==> src/verilog/pcsd_pkg.sv <==
// constants for the peripheral clock select and divide block
package pcsd_pkg;

  // ----------------------------------------------------------------
  // register map (byte addresses, one word each)
  // ----------------------------------------------------------------
  localparam logic [11:0] OFS_PERI   = 12'h088;
  localparam logic [11:0] OFS_SDCARD = 12'h08C;
  localparam logic [11:0] OFS_EMSD   = 12'h090;
  localparam logic [11:0] OFS_SER0   = 12'h094;
  localparam logic [11:0] OFS_SER1   = 12'h098;
  localparam logic [11:0] OFS_SER2   = 12'h09C;
  localparam logic [11:0] OFS_SER3   = 12'h0A0;
  localparam logic [11:0] OFS_FR0    = 12'h0A4;
  localparam logic [11:0] OFS_FR1    = 12'h0A8;
  localparam logic [11:0] OFS_FR2    = 12'h0AC;
  localparam logic [11:0] OFS_FR3    = 12'h0B0;
  localparam logic [11:0] OFS_ETH    = 12'h0B4;
  localparam logic [11:0] OFS_FADC   = 12'h0B8;
  localparam logic [11:0] OFS_WIFI   = 12'h0BC;
  localparam logic [11:0] OFS_SADC   = 12'h0C0;
  localparam logic [11:0] OFS_SPI    = 12'h0C4;
  localparam int          NREG       = 16;

  // register indices, offset minus the first one, in words
  localparam logic [3:0] R_PERI = 4'h0;
  localparam logic [3:0] R_SD   = 4'h1;
  localparam logic [3:0] R_EMSD = 4'h2;
  localparam logic [3:0] R_SER0 = 4'h3;
  localparam logic [3:0] R_SER3 = 4'h6;
  localparam logic [3:0] R_FR0  = 4'h7;
  localparam logic [3:0] R_FR3  = 4'hA;
  localparam logic [3:0] R_ETH  = 4'hB;
  localparam logic [3:0] R_FADC = 4'hC;
  localparam logic [3:0] R_WIFI = 4'hD;
  localparam logic [3:0] R_SADC = 4'hE;
  localparam logic [3:0] R_SPI  = 4'hF;

  // ----------------------------------------------------------------
  // reset values and writable bits of the masked registers
  // ----------------------------------------------------------------
  localparam logic [15:0] RST_PERI = 16'hA101;
  localparam logic [15:0] RST_SD   = 16'h2780;
  localparam logic [15:0] RST_EMSD = 16'h8080;
  localparam logic [15:0] RST_SER  = 16'h0200;
  localparam logic [15:0] RST_ETH  = 16'h0B00;
  localparam logic [15:0] RST_FADC = 16'h0900;
  localparam logic [15:0] RST_SADC = 16'h1700;
  localparam logic [15:0] RST_SPI  = 16'h0707;
  localparam logic [31:0] RST_FRAC = 32'h0BB8EA60;
  localparam logic [15:0] WM_PERI  = 16'hB31F;
  localparam logic [15:0] WM_SD    = 16'h3FFF;
  localparam logic [15:0] WM_EMSD  = 16'hFFFF;
  localparam logic [15:0] WM_SER0  = 16'hFB7F;
  localparam logic [15:0] WM_SER   = 16'h037F;
  localparam logic [15:0] WM_ETH   = 16'h1F13;
  localparam logic [15:0] WM_FADC  = 16'hFF93;
  localparam logic [15:0] WM_SADC  = 16'hFF00;
  localparam logic [15:0] WM_SPI   = 16'hFFFF;

  // ----------------------------------------------------------------
  // field positions (low bit of each field)
  // ----------------------------------------------------------------
  localparam int F_PERI_SRC  = 15;
  localparam int F_PERI_PCLK = 12;
  localparam int F_PERI_HCLK = 8;
  localparam int F_HI_SEL    = 14;
  localparam int F_HI_DIV    = 8;
  localparam int F_LO_SEL    = 6;
  localparam int F_SER_PLL   = 15;
  localparam int F_SER0_SRC  = 13;
  localparam int F_PHY_SEL   = 11;
  localparam int F_SER_OUT   = 8;
  localparam int F_ETH_RMII  = 4;
  localparam int F_FADC_INV  = 7;
  localparam int F_FADC_EXT  = 4;
  localparam int F_WIFI_PLL  = 1;
  localparam int F_FADC_PLL  = 0;
  localparam int F_NUM       = 16;

  // ----------------------------------------------------------------
  // source tick indices and divider indices
  // ----------------------------------------------------------------
  localparam int S_CODEC = 0;
  localparam int S_GEN   = 1;
  localparam int S_NEW   = 2;
  localparam int S_OSC   = 3;
  localparam int S_HOST0 = 4;
  localparam int S_HOST1 = 5;
  localparam int S_OTG   = 6;
  localparam int S_RMII  = 7;
  localparam int S_ADCX  = 8;
  localparam int NSRC    = 9;
  localparam int D_ACLK  = 0;
  localparam int D_PCLK  = 1;
  localparam int D_HCLK  = 2;
  localparam int D_SD    = 3;
  localparam int D_EMMC  = 4;
  localparam int D_SDIO  = 5;
  localparam int D_SER   = 6;
  localparam int D_ETH   = 10;
  localparam int D_FADC  = 11;
  localparam int D_SADC  = 12;
  localparam int NDIV    = 13;
  localparam int NSER    = 4;
  localparam int FR_WIFI = 4;
  localparam int NFRAC   = 5;
  localparam int DW      = 8;

  // serial output select codes
  localparam logic [1:0] OUT_INT  = 2'h0;
  localparam logic [1:0] OUT_FRAC = 2'h1;
  localparam logic [1:0] OUT_OSC  = 2'h2;

  // ----------------------------------------------------------------
  // decoding helpers used by the top level
  // ----------------------------------------------------------------
  // codec / general / 24MHz selector shared by the storage clocks
  function automatic logic pick_cgo(input logic [NSRC-1:0] t,
                                    input logic [1:0] code);
    case (code)
      2'h0:    pick_cgo = t[S_CODEC];
      2'h1:    pick_cgo = t[S_GEN];
      2'h2:    pick_cgo = t[S_OSC];
      default: pick_cgo = 1'b0;
    endcase
  endfunction

  // ratio code to divide value; code 3 on hclk is undefined, held at 4:1
  function automatic logic [DW-1:0] ratio_div(input logic [1:0] code,
                                              input logic allow8);
    case (code)
      2'h0:    ratio_div = 8'h00;
      2'h1:    ratio_div = 8'h01;
      2'h2:    ratio_div = 8'h03;
      default: ratio_div = allow8 ? 8'h07 : 8'h03;
    endcase
  endfunction

  function automatic logic [15:0] reg_wmask(input logic [3:0] idx);
    case (idx)
      R_PERI:  reg_wmask = WM_PERI;
      R_SD:    reg_wmask = WM_SD;
      R_EMSD:  reg_wmask = WM_EMSD;
      R_SER0:  reg_wmask = WM_SER0;
      R_ETH:   reg_wmask = WM_ETH;
      R_FADC:  reg_wmask = WM_FADC;
      R_SADC:  reg_wmask = WM_SADC;
      R_SPI:   reg_wmask = WM_SPI;
      default: reg_wmask = WM_SER;
    endcase
  endfunction

  function automatic logic [31:0] reg_reset(input logic [3:0] idx);
    case (idx)
      R_PERI:  reg_reset = {16'h0000, RST_PERI};
      R_SD:    reg_reset = {16'h0000, RST_SD};
      R_EMSD:  reg_reset = {16'h0000, RST_EMSD};
      R_ETH:   reg_reset = {16'h0000, RST_ETH};
      R_FADC:  reg_reset = {16'h0000, RST_FADC};
      R_SADC:  reg_reset = {16'h0000, RST_SADC};
      R_SPI:   reg_reset = {16'h0000, RST_SPI};
      default: reg_reset = {16'h0000, RST_SER};
    endcase
  endfunction

  function automatic logic is_frac(input logic [3:0] idx);
    is_frac = ((idx >= R_FR0) && (idx <= R_FR3)) || (idx == R_WIFI);
  endfunction

endpackage

==> src/verilog/pcsd_int_div.sv <==
// integer clock divider working on source ticks
`timescale 1ns/1ps
module pcsd_int_div
  import pcsd_pkg::*;
#(
  parameter int W = 8
) (
  input  wire logic         clk_sys,
  input  wire logic         rst_n,
  input  wire logic         src_tick,
  input  wire logic [W-1:0] div_value,
  output logic              out_tick
);

  logic [W-1:0] count;
  logic [W-1:0] cur_div;
  logic [W-1:0] next_count;
  logic [W-1:0] next_cur_div;
  logic         next_out_tick;

  // ----------------------------------------------------------------
  // count source ticks, reload only at the end of a period
  // ----------------------------------------------------------------
  // the new value is sampled at terminal count so a change never
  // cuts a period short; the period in progress finishes first
  always_comb begin
    next_count    = count;
    next_cur_div  = cur_div;
    next_out_tick = 1'b0;
    if (src_tick) begin
      if (count >= cur_div) begin
        next_count    = '0;
        next_cur_div  = div_value;
        next_out_tick = 1'b1;
      end else begin
        next_count = count + W'(1);
      end
    end
  end

  always_ff @(posedge clk_sys or negedge rst_n) begin
    if (!rst_n) begin
      count    <= '0;
      cur_div  <= '0;
      out_tick <= 1'b0;
    end else begin
      count    <= next_count;
      cur_div  <= next_cur_div;
      out_tick <= next_out_tick;
    end
  end

endmodule

==> src/verilog/pcsd_top.sv <==
// peripheral clock source selection and division with apb registers
// ------------------------------------------------------------------
// Overview of operation
// - masked writes change a low bit only where its upper mask bit is set
// - pclk ratio code 0..3 gives aclk to pclk 1:1, 2:1, 4:1, 8:1
// - hclk ratio code 0..2 gives aclk to hclk 1:1, 2:1, 4:1
// - peripheral aclk is selected source over five-bit divide plus one
// - sd card source codec, general, 24MHz, reset 24MHz; divide plus one
// - emmc and sdio0 sources are codec, general or 24MHz
// - emmc and sdio0 clocks are source over six-bit divide plus one
// - one bit picks codec or general pll for serial ports one to three
// - serial0 source is codec, general, phy fast clock or new pll
// - phy fast clock comes from host0, host1 or otg pll
// - serial output picks integer, fractional or 24MHz; resets to 24MHz
// - serial integer clock is source over seven-bit divide plus one
// - serial fractional clock is source times numerator over denominator
// - ethernet reference is source over five-bit divide plus one, reset 11
// - rmii clock picks internal divider or external input
// - ethernet source order is new, codec, general pll
// - fast adc clock toggles at source over eight-bit divide plus one, reset 9
// - fast adc output is buffered or inverted
// - fast adc clock picks internal divider or external input
// - wireless and fast adc sources pick codec or general pll
// - wireless fractional factor is numerator high, denominator low
// - slow adc clock is 24MHz over eight-bit divide plus one, reset 23
// ------------------------------------------------------------------
`timescale 1ns/1ps
module pcsd_top
  import pcsd_pkg::*;
(
  input  wire logic             clk_sys,
  input  wire logic             rstn,
  input  wire logic             psel,
  input  wire logic             penable,
  input  wire logic             pwrite,
  input  wire logic [11:0]      paddr,
  input  wire logic [31:0]      pwdata,
  output logic      [31:0]      prdata,
  output logic                  pready,
  output logic                  pslverr,
  input  wire logic             codec_pll_clk,
  input  wire logic             general_pll_clk,
  input  wire logic             new_pll_clk,
  input  wire logic             osc24_clk,
  input  wire logic             host0_phy_clk,
  input  wire logic             host1_phy_clk,
  input  wire logic             otg_phy_clk,
  input  wire logic             rmii_ext_clk,
  input  wire logic             fast_adc_ext_clk,
  output logic                  periph_aclk_tick,
  output logic                  periph_hclk_tick,
  output logic                  periph_pclk_tick,
  output logic                  sdcard_tick,
  output logic                  emmc_tick,
  output logic                  sdio_tick,
  output logic      [NSER-1:0]  serial_tick,
  output logic                  phy_fast_tick,
  output logic                  ethernet_ref_tick,
  output logic                  fast_adc_clk,
  output logic                  wireless_tick,
  output logic                  slow_adc_tick
);

  // ----------------------------------------------------------------
  // reset release and source synchronisers
  // ----------------------------------------------------------------
  logic            rst_meta;
  logic            rst_n;
  logic [NSRC-1:0] src_raw;
  logic [NSRC-1:0] src_meta;
  logic [NSRC-1:0] src_sync;
  logic [NSRC-1:0] src_last;
  logic [NSRC-1:0] tick;

  always_ff @(posedge clk_sys or negedge rstn) begin
    if (!rstn) begin
      rst_meta <= 1'b0;
      rst_n    <= 1'b0;
    end else begin
      rst_meta <= 1'b1;
      rst_n    <= rst_meta;
    end
  end

  // source clocks are sampled as levels, so each must stay below half
  // the system rate; a rising edge of the sampled copy is one tick
  assign src_raw = {fast_adc_ext_clk, rmii_ext_clk, otg_phy_clk,
                    host1_phy_clk, host0_phy_clk, osc24_clk,
                    new_pll_clk, general_pll_clk, codec_pll_clk};
  assign tick    = src_sync & ~src_last;

  always_ff @(posedge clk_sys or negedge rst_n) begin
    if (!rst_n) begin
      src_meta <= '0;
      src_sync <= '0;
      src_last <= '0;
    end else begin
      src_meta <= src_raw;
      src_sync <= src_meta;
      src_last <= src_sync;
    end
  end

  // ----------------------------------------------------------------
  // apb slave and register file
  // ----------------------------------------------------------------
  logic [31:0] regs [NREG];
  logic [31:0] next_regs [NREG];
  logic [31:0] next_prdata;
  logic        next_pready;
  logic        next_pslverr;
  logic [3:0]  idx;
  logic        hit;
  logic        done;
  logic [15:0] wm;

  assign idx  = 4'((paddr - OFS_PERI) >> 2);
  assign hit  = (paddr >= OFS_PERI) && (paddr <= (OFS_SPI + 12'h003));
  assign done = psel && penable && pready;
  assign wm   = reg_wmask(idx);

  // one wait state: pready rises in the second access cycle
  always_comb begin
    next_pready  = psel && penable && !pready;
    next_pslverr = next_pready && !hit;
    next_prdata  = 32'h00000000;
    if (next_pready && hit && !pwrite) begin
      next_prdata = is_frac(idx) ? regs[idx] : {16'h0000, regs[idx][15:0] & wm};
    end
    for (int i = 0; i < NREG; i++) begin
      next_regs[i] = regs[i];
    end
    if (done && pwrite && hit) begin
      if (is_frac(idx)) begin
        next_regs[idx] = pwdata;
      end else begin
        next_regs[idx][15:0] = (regs[idx][15:0] & ~(pwdata[31:16] & wm)) |
                               (pwdata[15:0] & pwdata[31:16] & wm);
      end
    end
  end

  always_ff @(posedge clk_sys or negedge rst_n) begin
    if (!rst_n) begin
      pready  <= 1'b0;
      pslverr <= 1'b0;
      prdata  <= 32'h00000000;
      for (int i = 0; i < NREG; i++) begin
        regs[i] <= is_frac(4'(i)) ? RST_FRAC : reg_reset(4'(i));
      end
    end else begin
      pready  <= next_pready;
      pslverr <= next_pslverr;
      prdata  <= next_prdata;
      for (int i = 0; i < NREG; i++) begin
        regs[i] <= next_regs[i];
      end
    end
  end

  // ----------------------------------------------------------------
  // source selection for the integer dividers
  // ----------------------------------------------------------------
  logic [NDIV-1:0] div_src;
  logic [DW-1:0]   div_val [NDIV];
  logic [NDIV-1:0] div_out;
  logic [NSER-1:0] ser_src;
  logic            phy_src;
  logic            eth_src;
  logic            wifi_src;

  always_comb begin
    // phy fast clock and serial sources
    case (regs[R_SER0][F_PHY_SEL +: 2])
      2'h0:    phy_src = tick[S_HOST0];
      2'h1:    phy_src = tick[S_HOST1];
      2'h2:    phy_src = tick[S_OTG];
      default: phy_src = 1'b0;
    endcase
    case (regs[R_SER0][F_SER0_SRC +: 2])
      2'h0:    ser_src[0] = tick[S_CODEC];
      2'h1:    ser_src[0] = tick[S_GEN];
      2'h2:    ser_src[0] = phy_src;
      default: ser_src[0] = tick[S_NEW];
    endcase
    for (int s = 1; s < NSER; s++) begin
      ser_src[s] = regs[R_SER0][F_SER_PLL] ? tick[S_GEN] : tick[S_CODEC];
    end
    // ethernet uses its own order, code 3 stops the clock
    case (regs[R_ETH][1:0])
      2'h0:    eth_src = tick[S_NEW];
      2'h1:    eth_src = tick[S_CODEC];
      2'h2:    eth_src = tick[S_GEN];
      default: eth_src = 1'b0;
    endcase
    wifi_src = regs[R_FADC][F_WIFI_PLL] ? tick[S_GEN] : tick[S_CODEC];

    div_src[D_ACLK] = regs[R_PERI][F_PERI_SRC] ? tick[S_GEN] : tick[S_CODEC];
    div_val[D_ACLK] = DW'(regs[R_PERI][4:0]);
    div_src[D_PCLK] = div_out[D_ACLK];
    div_val[D_PCLK] = ratio_div(regs[R_PERI][F_PERI_PCLK +: 2], 1'b1);
    div_src[D_HCLK] = div_out[D_ACLK];
    div_val[D_HCLK] = ratio_div(regs[R_PERI][F_PERI_HCLK +: 2], 1'b0);
    div_src[D_SD]   = pick_cgo(tick, regs[R_SD][F_LO_SEL +: 2]);
    div_val[D_SD]   = DW'(regs[R_SD][5:0]);
    div_src[D_EMMC] = pick_cgo(tick, regs[R_EMSD][F_HI_SEL +: 2]);
    div_val[D_EMMC] = DW'(regs[R_EMSD][F_HI_DIV +: 6]);
    div_src[D_SDIO] = pick_cgo(tick, regs[R_EMSD][F_LO_SEL +: 2]);
    div_val[D_SDIO] = DW'(regs[R_EMSD][5:0]);
    for (int s = 0; s < NSER; s++) begin
      div_src[D_SER + s] = ser_src[s];
      div_val[D_SER + s] = DW'(regs[R_SER0 + 4'(s)][6:0]);
    end
    div_src[D_ETH]  = eth_src;
    div_val[D_ETH]  = DW'(regs[R_ETH][F_HI_DIV +: 5]);
    div_src[D_FADC] = regs[R_FADC][F_FADC_PLL] ? tick[S_GEN] : tick[S_CODEC];
    div_val[D_FADC] = regs[R_FADC][F_HI_DIV +: 8];
    div_src[D_SADC] = tick[S_OSC];
    div_val[D_SADC] = regs[R_SADC][F_HI_DIV +: 8];
  end

  // one divider structure serves every integer ratio in the block
  for (genvar g = 0; g < NDIV; g++) begin : g_div
    pcsd_int_div #(.W(DW)) u_div (
      .clk_sys   (clk_sys),
      .rst_n     (rst_n),
      .src_tick  (div_src[g]),
      .div_value (div_val[g]),
      .out_tick  (div_out[g])
    );
  end

  // ----------------------------------------------------------------
  // fractional dividers (serial ports and wireless)
  // ----------------------------------------------------------------
  logic [15:0]      acc [NFRAC];
  logic [15:0]      next_acc [NFRAC];
  logic [NFRAC-1:0] frac_out;
  logic [NFRAC-1:0] next_frac_out;
  logic [NFRAC-1:0] frac_src;

  // accumulate numerator per source tick; pulse on each overflow past
  // the denominator; a zero denominator stops the output, and a ratio
  // above one is clamped to one pulse per source tick
  always_comb begin
    logic [16:0] sum;
    logic [15:0] num;
    logic [15:0] den;
    sum = 17'h00000;
    num = 16'h0000;
    den = 16'h0000;
    for (int f = 0; f < NFRAC; f++) begin
      next_acc[f]      = acc[f];
      next_frac_out[f] = 1'b0;
      if (f == FR_WIFI) begin
        frac_src[f] = wifi_src;
        num = regs[R_WIFI][F_NUM +: 16];
        den = regs[R_WIFI][15:0];
      end else begin
        frac_src[f] = ser_src[f];
        num = regs[R_FR0 + 4'(f)][F_NUM +: 16];
        den = regs[R_FR0 + 4'(f)][15:0];
      end
      sum = {1'b0, acc[f]} + {1'b0, num};
      if (frac_src[f] && (den != 16'h0000)) begin
        if (sum >= {1'b0, den}) begin
          next_frac_out[f] = 1'b1;
          next_acc[f] = (sum - {1'b0, den} >= {1'b0, den}) ? 16'h0000
                        : 16'(sum - {1'b0, den});
        end else begin
          next_acc[f] = sum[15:0];
        end
      end
    end
  end

  always_ff @(posedge clk_sys or negedge rst_n) begin
    if (!rst_n) begin
      frac_out <= '0;
      for (int f = 0; f < NFRAC; f++) begin
        acc[f] <= 16'h0000;
      end
    end else begin
      frac_out <= next_frac_out;
      for (int f = 0; f < NFRAC; f++) begin
        acc[f] <= next_acc[f];
      end
    end
  end

  // ----------------------------------------------------------------
  // output selection, all outputs registered
  // ----------------------------------------------------------------
  logic [NSER-1:0] next_serial;
  logic            next_eth;
  logic            next_fadc;
  logic            fadc_phase;
  logic            next_fadc_phase;
  logic            fadc_tick;

  always_comb begin
    for (int s = 0; s < NSER; s++) begin
      case (regs[R_SER0 + 4'(s)][F_SER_OUT +: 2])
        OUT_INT:  next_serial[s] = div_out[D_SER + s];
        OUT_FRAC: next_serial[s] = frac_out[s];
        OUT_OSC:  next_serial[s] = tick[S_OSC];
        default:  next_serial[s] = 1'b0;
      endcase
    end
    next_eth = regs[R_ETH][F_ETH_RMII] ? tick[S_RMII] : div_out[D_ETH];
    fadc_tick = regs[R_FADC][F_FADC_EXT] ? tick[S_ADCX] : div_out[D_FADC];
    // the adc clock is a level: it toggles per tick, then may invert
    next_fadc_phase = fadc_phase ^ fadc_tick;
    next_fadc = next_fadc_phase ^ regs[R_FADC][F_FADC_INV];
  end

  always_ff @(posedge clk_sys or negedge rst_n) begin
    if (!rst_n) begin
      periph_aclk_tick  <= 1'b0;
      periph_hclk_tick  <= 1'b0;
      periph_pclk_tick  <= 1'b0;
      sdcard_tick       <= 1'b0;
      emmc_tick         <= 1'b0;
      sdio_tick         <= 1'b0;
      serial_tick       <= '0;
      phy_fast_tick     <= 1'b0;
      ethernet_ref_tick <= 1'b0;
      fadc_phase        <= 1'b0;
      fast_adc_clk      <= 1'b0;
      wireless_tick     <= 1'b0;
      slow_adc_tick     <= 1'b0;
    end else begin
      periph_aclk_tick  <= div_out[D_ACLK];
      periph_hclk_tick  <= div_out[D_HCLK];
      periph_pclk_tick  <= div_out[D_PCLK];
      sdcard_tick       <= div_out[D_SD];
      emmc_tick         <= div_out[D_EMMC];
      sdio_tick         <= div_out[D_SDIO];
      serial_tick       <= next_serial;
      phy_fast_tick     <= phy_src;
      ethernet_ref_tick <= next_eth;
      fadc_phase        <= next_fadc_phase;
      fast_adc_clk      <= next_fadc;
      wireless_tick     <= frac_out[FR_WIFI];
      slow_adc_tick     <= div_out[D_SADC];
    end
  end

endmodule

==> config.mk <==
export PLATFORM = sky130hd
export DESIGN_NAME = pcsd_top
export DESIGN_NICKNAME = d
export VERILOG_FILES = /design/src/verilog/pcsd_pkg.sv /design/src/verilog/pcsd_int_div.sv /design/src/verilog/pcsd_top.sv
export SDC_FILE = /design/constraint.sdc
export NUM_CORES = 2
export LEC_CHECK = 0
export BUFFER_PORTS_ARGS = -buffer_cell sky130_fd_sc_hd__buf_2
export CELL_PAD_IN_SITES_DETAIL_PLACEMENT = 0
export CELL_PAD_IN_SITES_GLOBAL_PLACEMENT = 1
export CORE_AREA = 5 5 408 410
export CTS_BUF_LIST = sky130_fd_sc_hd__clkbuf_16
export CTS_CLUSTER_SIZE = 30
export DETAILED_ROUTE_END_ITERATION = 8
export DIE_AREA = 0 0 413 415
export GPL_ROUTABILITY_DRIVEN = 0
export MAX_ROUTING_LAYER = met4
export PLACE_DENSITY_LB_ADDON = 0.1
export SKIP_CTS_REPAIR_TIMING = 1
export SLEW_MARGIN = 20
export SYNTH_ARGS = -nofsm -noshare
export SYNTH_HDL_FRONTEND = slang
export SYNTH_SLANG_ARGS = --single-unit
==> constraint.sdc <==
create_clock -name clk_sys -period 65 [get_ports clk_sys]
set_input_delay 13 -clock clk_sys [delete_from_list [all_inputs] [get_ports clk_sys]]
set_output_delay 13 -clock clk_sys [all_outputs]
set_load 0.005 [all_outputs]
==> summary.md <==
| Metric | Value |
|---|---|
| Status | finished, final reports clean |
| Setup CP Type | in -> reg |
| Met2 Track Usage GR | 29.3% |
| Nets | 4774 |
| CTS Sinks | 870 |
| Routed via count | 33800 |
| Final WS setup | 47970 ps |
| Top FF cell, synth | dfrtp_1 |
| Slowest CP cell | a21oi_1 |
| Total die area | 171000 sq um |
| M1 GR Usage | 29.1% |
| CP top delay family | buffers and inverters |
| Synth Cell Area | 48300 sq um |
| Die Ht | 415 um |
| Average size of a mapped cell | 11.2 sq um |
| Final setup violating endpoints | 0 |
| Total of warnings raised by yosys | 0 |
| Peak supply drop | 0.0206 mV |
| Drt drc | 0 |
| Area grow syn2layout | 13.5% |
| Clk slew on worst S/H paths | 60 ps |
| Commonest non-fill, non-tap cells in the layout | dfrtp_1, mux2_2, ha_1 |
| Core area | 162000 sq um |
| #FFs+latches synth | 870 |
| RSZ-0062 raised after global routing | false |
| Crit path max fanout | 57 |
| Gr usage total | 19.9% |
| Slew @ Worst Pin | 1010 ps |
| Fmax achieved | 58.7 MHz |
| Period utilisation layout | 26.2% |
| Buf+Inv Stages, Crit Path | 5 |
| Post-synth EDFFs | 0 |
| DR vias/cell | 5.09 |
| HP Class | reg -> async |
| Iteration-0 DRC Markers | 2540 |
| Post-layout minimum cycle time | 17030 ps |
| Register area share after synthesis | 45.3% |
| Post-DP Area | 51400 sq um |
| Post-Syn Nets | 4721 |
| Initial Utilization | 29.8% |
| Worst Path Required | 65660 ps |
| Worst Path Arrival | 17700 ps |
| Grt ovf | 0 |
| Fin Setup TNS | 0 ps |
| Largest stage delay, worst path | 630 ps |
| Largest net degree at the start of global routing | 148 |
| Most frequent CP cell | buf_4 |
| Synthesized instance count | 4315 |
| Top-level port count | 107 |
| Total power | 1270 uW |
| Die width | 413 um |
| Clock buffer depth | 3 |
| Pwr/cell area | 23.1 nW/um^2 |
| H-tree Lvls | 3 |
| Drt pass-1 iters | 5 |
| Netlist cell types | 86 |
| Placement Rows | 148 |
| Cell breakdown of the critical path | buf_6 -> inv_1 -> ha_2 -> xor2_4 -> buf_4 -> nand2b_1 -> nor3_1 -> a211o_2 -> buf_4 -> nor2_1 -> a21oi_1 -> buf_4 -> mux2_2 |
| Antenna Nets Post-Route | 0 |
| Post-route cell area | 54900 sq um |
| Inserted Clock Buffers | 107 |
| Post-Place Setup Slack | 47260 ps |
| CTS tree | yes |
| Crit. End Element | flop |
| Commonest non-fill, non-tap cell in the layout | dfrtp_1 |
| Most used routing layer | met2 |
| Async SR Flop Fraction | 100% |
| Clk_lat worst skew | 750 ps |
| Layout cells sized above 1 | 23.5% |
| CP startpoint kind | primary input |
| Port bufs | 106 |
| Root Driver | clkbuf_16 |
| Final Skew | 33.5 ps |
| Post-DP HPWL | 122000 um |
| Met3 usage | 2.48% |
| WL/cell | 25.2 um |
| Initial antenna violation count | 15 |
| Relative slew slack | 32.0% |
| Count of pins over their slew limit | 0 |
| Max-cap violations | 0 |
| Lkg Pwr | 0.0266 uW |
| Final hold violation count | 0 |
| First-pass GRT wire length | 246000 um |
| Hold Slack | 335 ps |
| Routed wire length | 167000 um |
| Fill cell count | 16300 |
| Vias in the first global route | 33800 |
-- path summary, 6_finish.rpt --
kind / slack (ps) / end / cells past startpoint / from
setup / recovery: 47970 / regs[454]$_DFFE_PN0P_ / 13 / paddr[3]
hold / removal: 340 / acc[40]$_DFFE_PN0P_ / 0 / rst_n$_DFF_PN0_
setup reg to reg: 57960 / acc[44]$_DFFE_PN0P_ / 24 / regs[208]$_DFFE_PN0P_
hold reg to reg: 340 / acc[40]$_DFFE_PN0P_ / 0 / rst_n$_DFF_PN0_
max in group asynchronous: 52840 / rst_n$_DFF_PN0_ / 1 / rstn
min in group clk_sys: 350 / periph_pclk_tick$_DFF_PN0_ / 0 / g_div[1].u_div.out_tick$_DFF_PN0_
-- routing by layer --
| metal | routed length (um) | vias up |
|---|---|---|
| met4 | 4170 | 0 |
| li1 | - | 15800 |
| met2 | 74000 | 640 |
| met1 | 82900 | 17200 |
| met3 | 6030 | 177 |
| met5 | 0 | - |
-- stage by stage --
stage | utilization [%] | cells
after floorplan | - | 4315
after global placement | 31.7 | 6434
after detailed placement | 31.7 | 6434
after CTS | 33.8 | 6633
after global routing | 33.8 | 6634
final | 33.9 | 6641
-- layout make-up --
class / instances / area, sq um / share of cell area [%]
Antenna cell: 8 / 20.0 / 0.0365
Multi-Input combinational cell: 2953 / 24700 / 45.0
Inverter: 259 / 972 / 1.77
Timing Repair Buffer: 177 / 1100 / 2.01
Clock buffer: 110 / 2750 / 5.02
Sequential cell: 870 / 21900 / 39.9
Tap cell: 2175 / 2720 / 4.96
Clock inverter: 89 / 677 / 1.23
-- sequential cells by signal, summed over array words and instances (netlist names), 4 cells and up --
register              flops
regs                    440
src_last                  9
acc                      80
src_sync                  9
g_div.u_div.count       104
frac_out                  5
src_meta                  9
serial_tick               4
div_val                  72
g_div.u_div.out_tick     13
prdata                   32
g_div.u_div.cur_div      77
-- kinds of logic (layout without fill, tap and decap cells) --
logic type      after synthesis  count (layout)  share of synthesized area [%]
compound gates              915             915                           12.3
xor+xnor                    153             153                           2.77
fa+ha+maj                   348             348                           9.16
buf+inv                     492             635                           3.96
flops                       870             870                           45.3
mux                         567             567                           16.9
other cells                   1               9                        0.00776
simple gates                969             969                           9.65
-- power breakdown --
group	internal [uW]	switching, uW	total, uW
sequential	553	11.6	565
combinational	33.5	76.1	110
clock	341	254	595
total	927	342	1270
-- synth_stat cells (45+ instances only) --
cell type | number | area (sq um)
nor2b_1 | 48 | 300
clkbuf_1 | 171 | 642
nand2b_1 | 45 | 282
nor2_1 | 235 | 882
mux4_2 | 159 | 3580
nand2_1 | 322 | 1210
mux2_2 | 387 | 4360
a21o_1 | 119 | 893
o21ai_0 | 255 | 1280
xnor2_1 | 97 | 850
xor2_1 | 56 | 490
inv_1 | 258 | 968
dfrtp_1 | 770 | 19300
ha_1 | 338 | 4230
dfstp_2 | 100 | 2630
a21oi_1 | 207 | 1040
nand3_1 | 76 | 380
buf_2 | 48 | 240
Note: power is estimated with default switching activity, not from simulation.
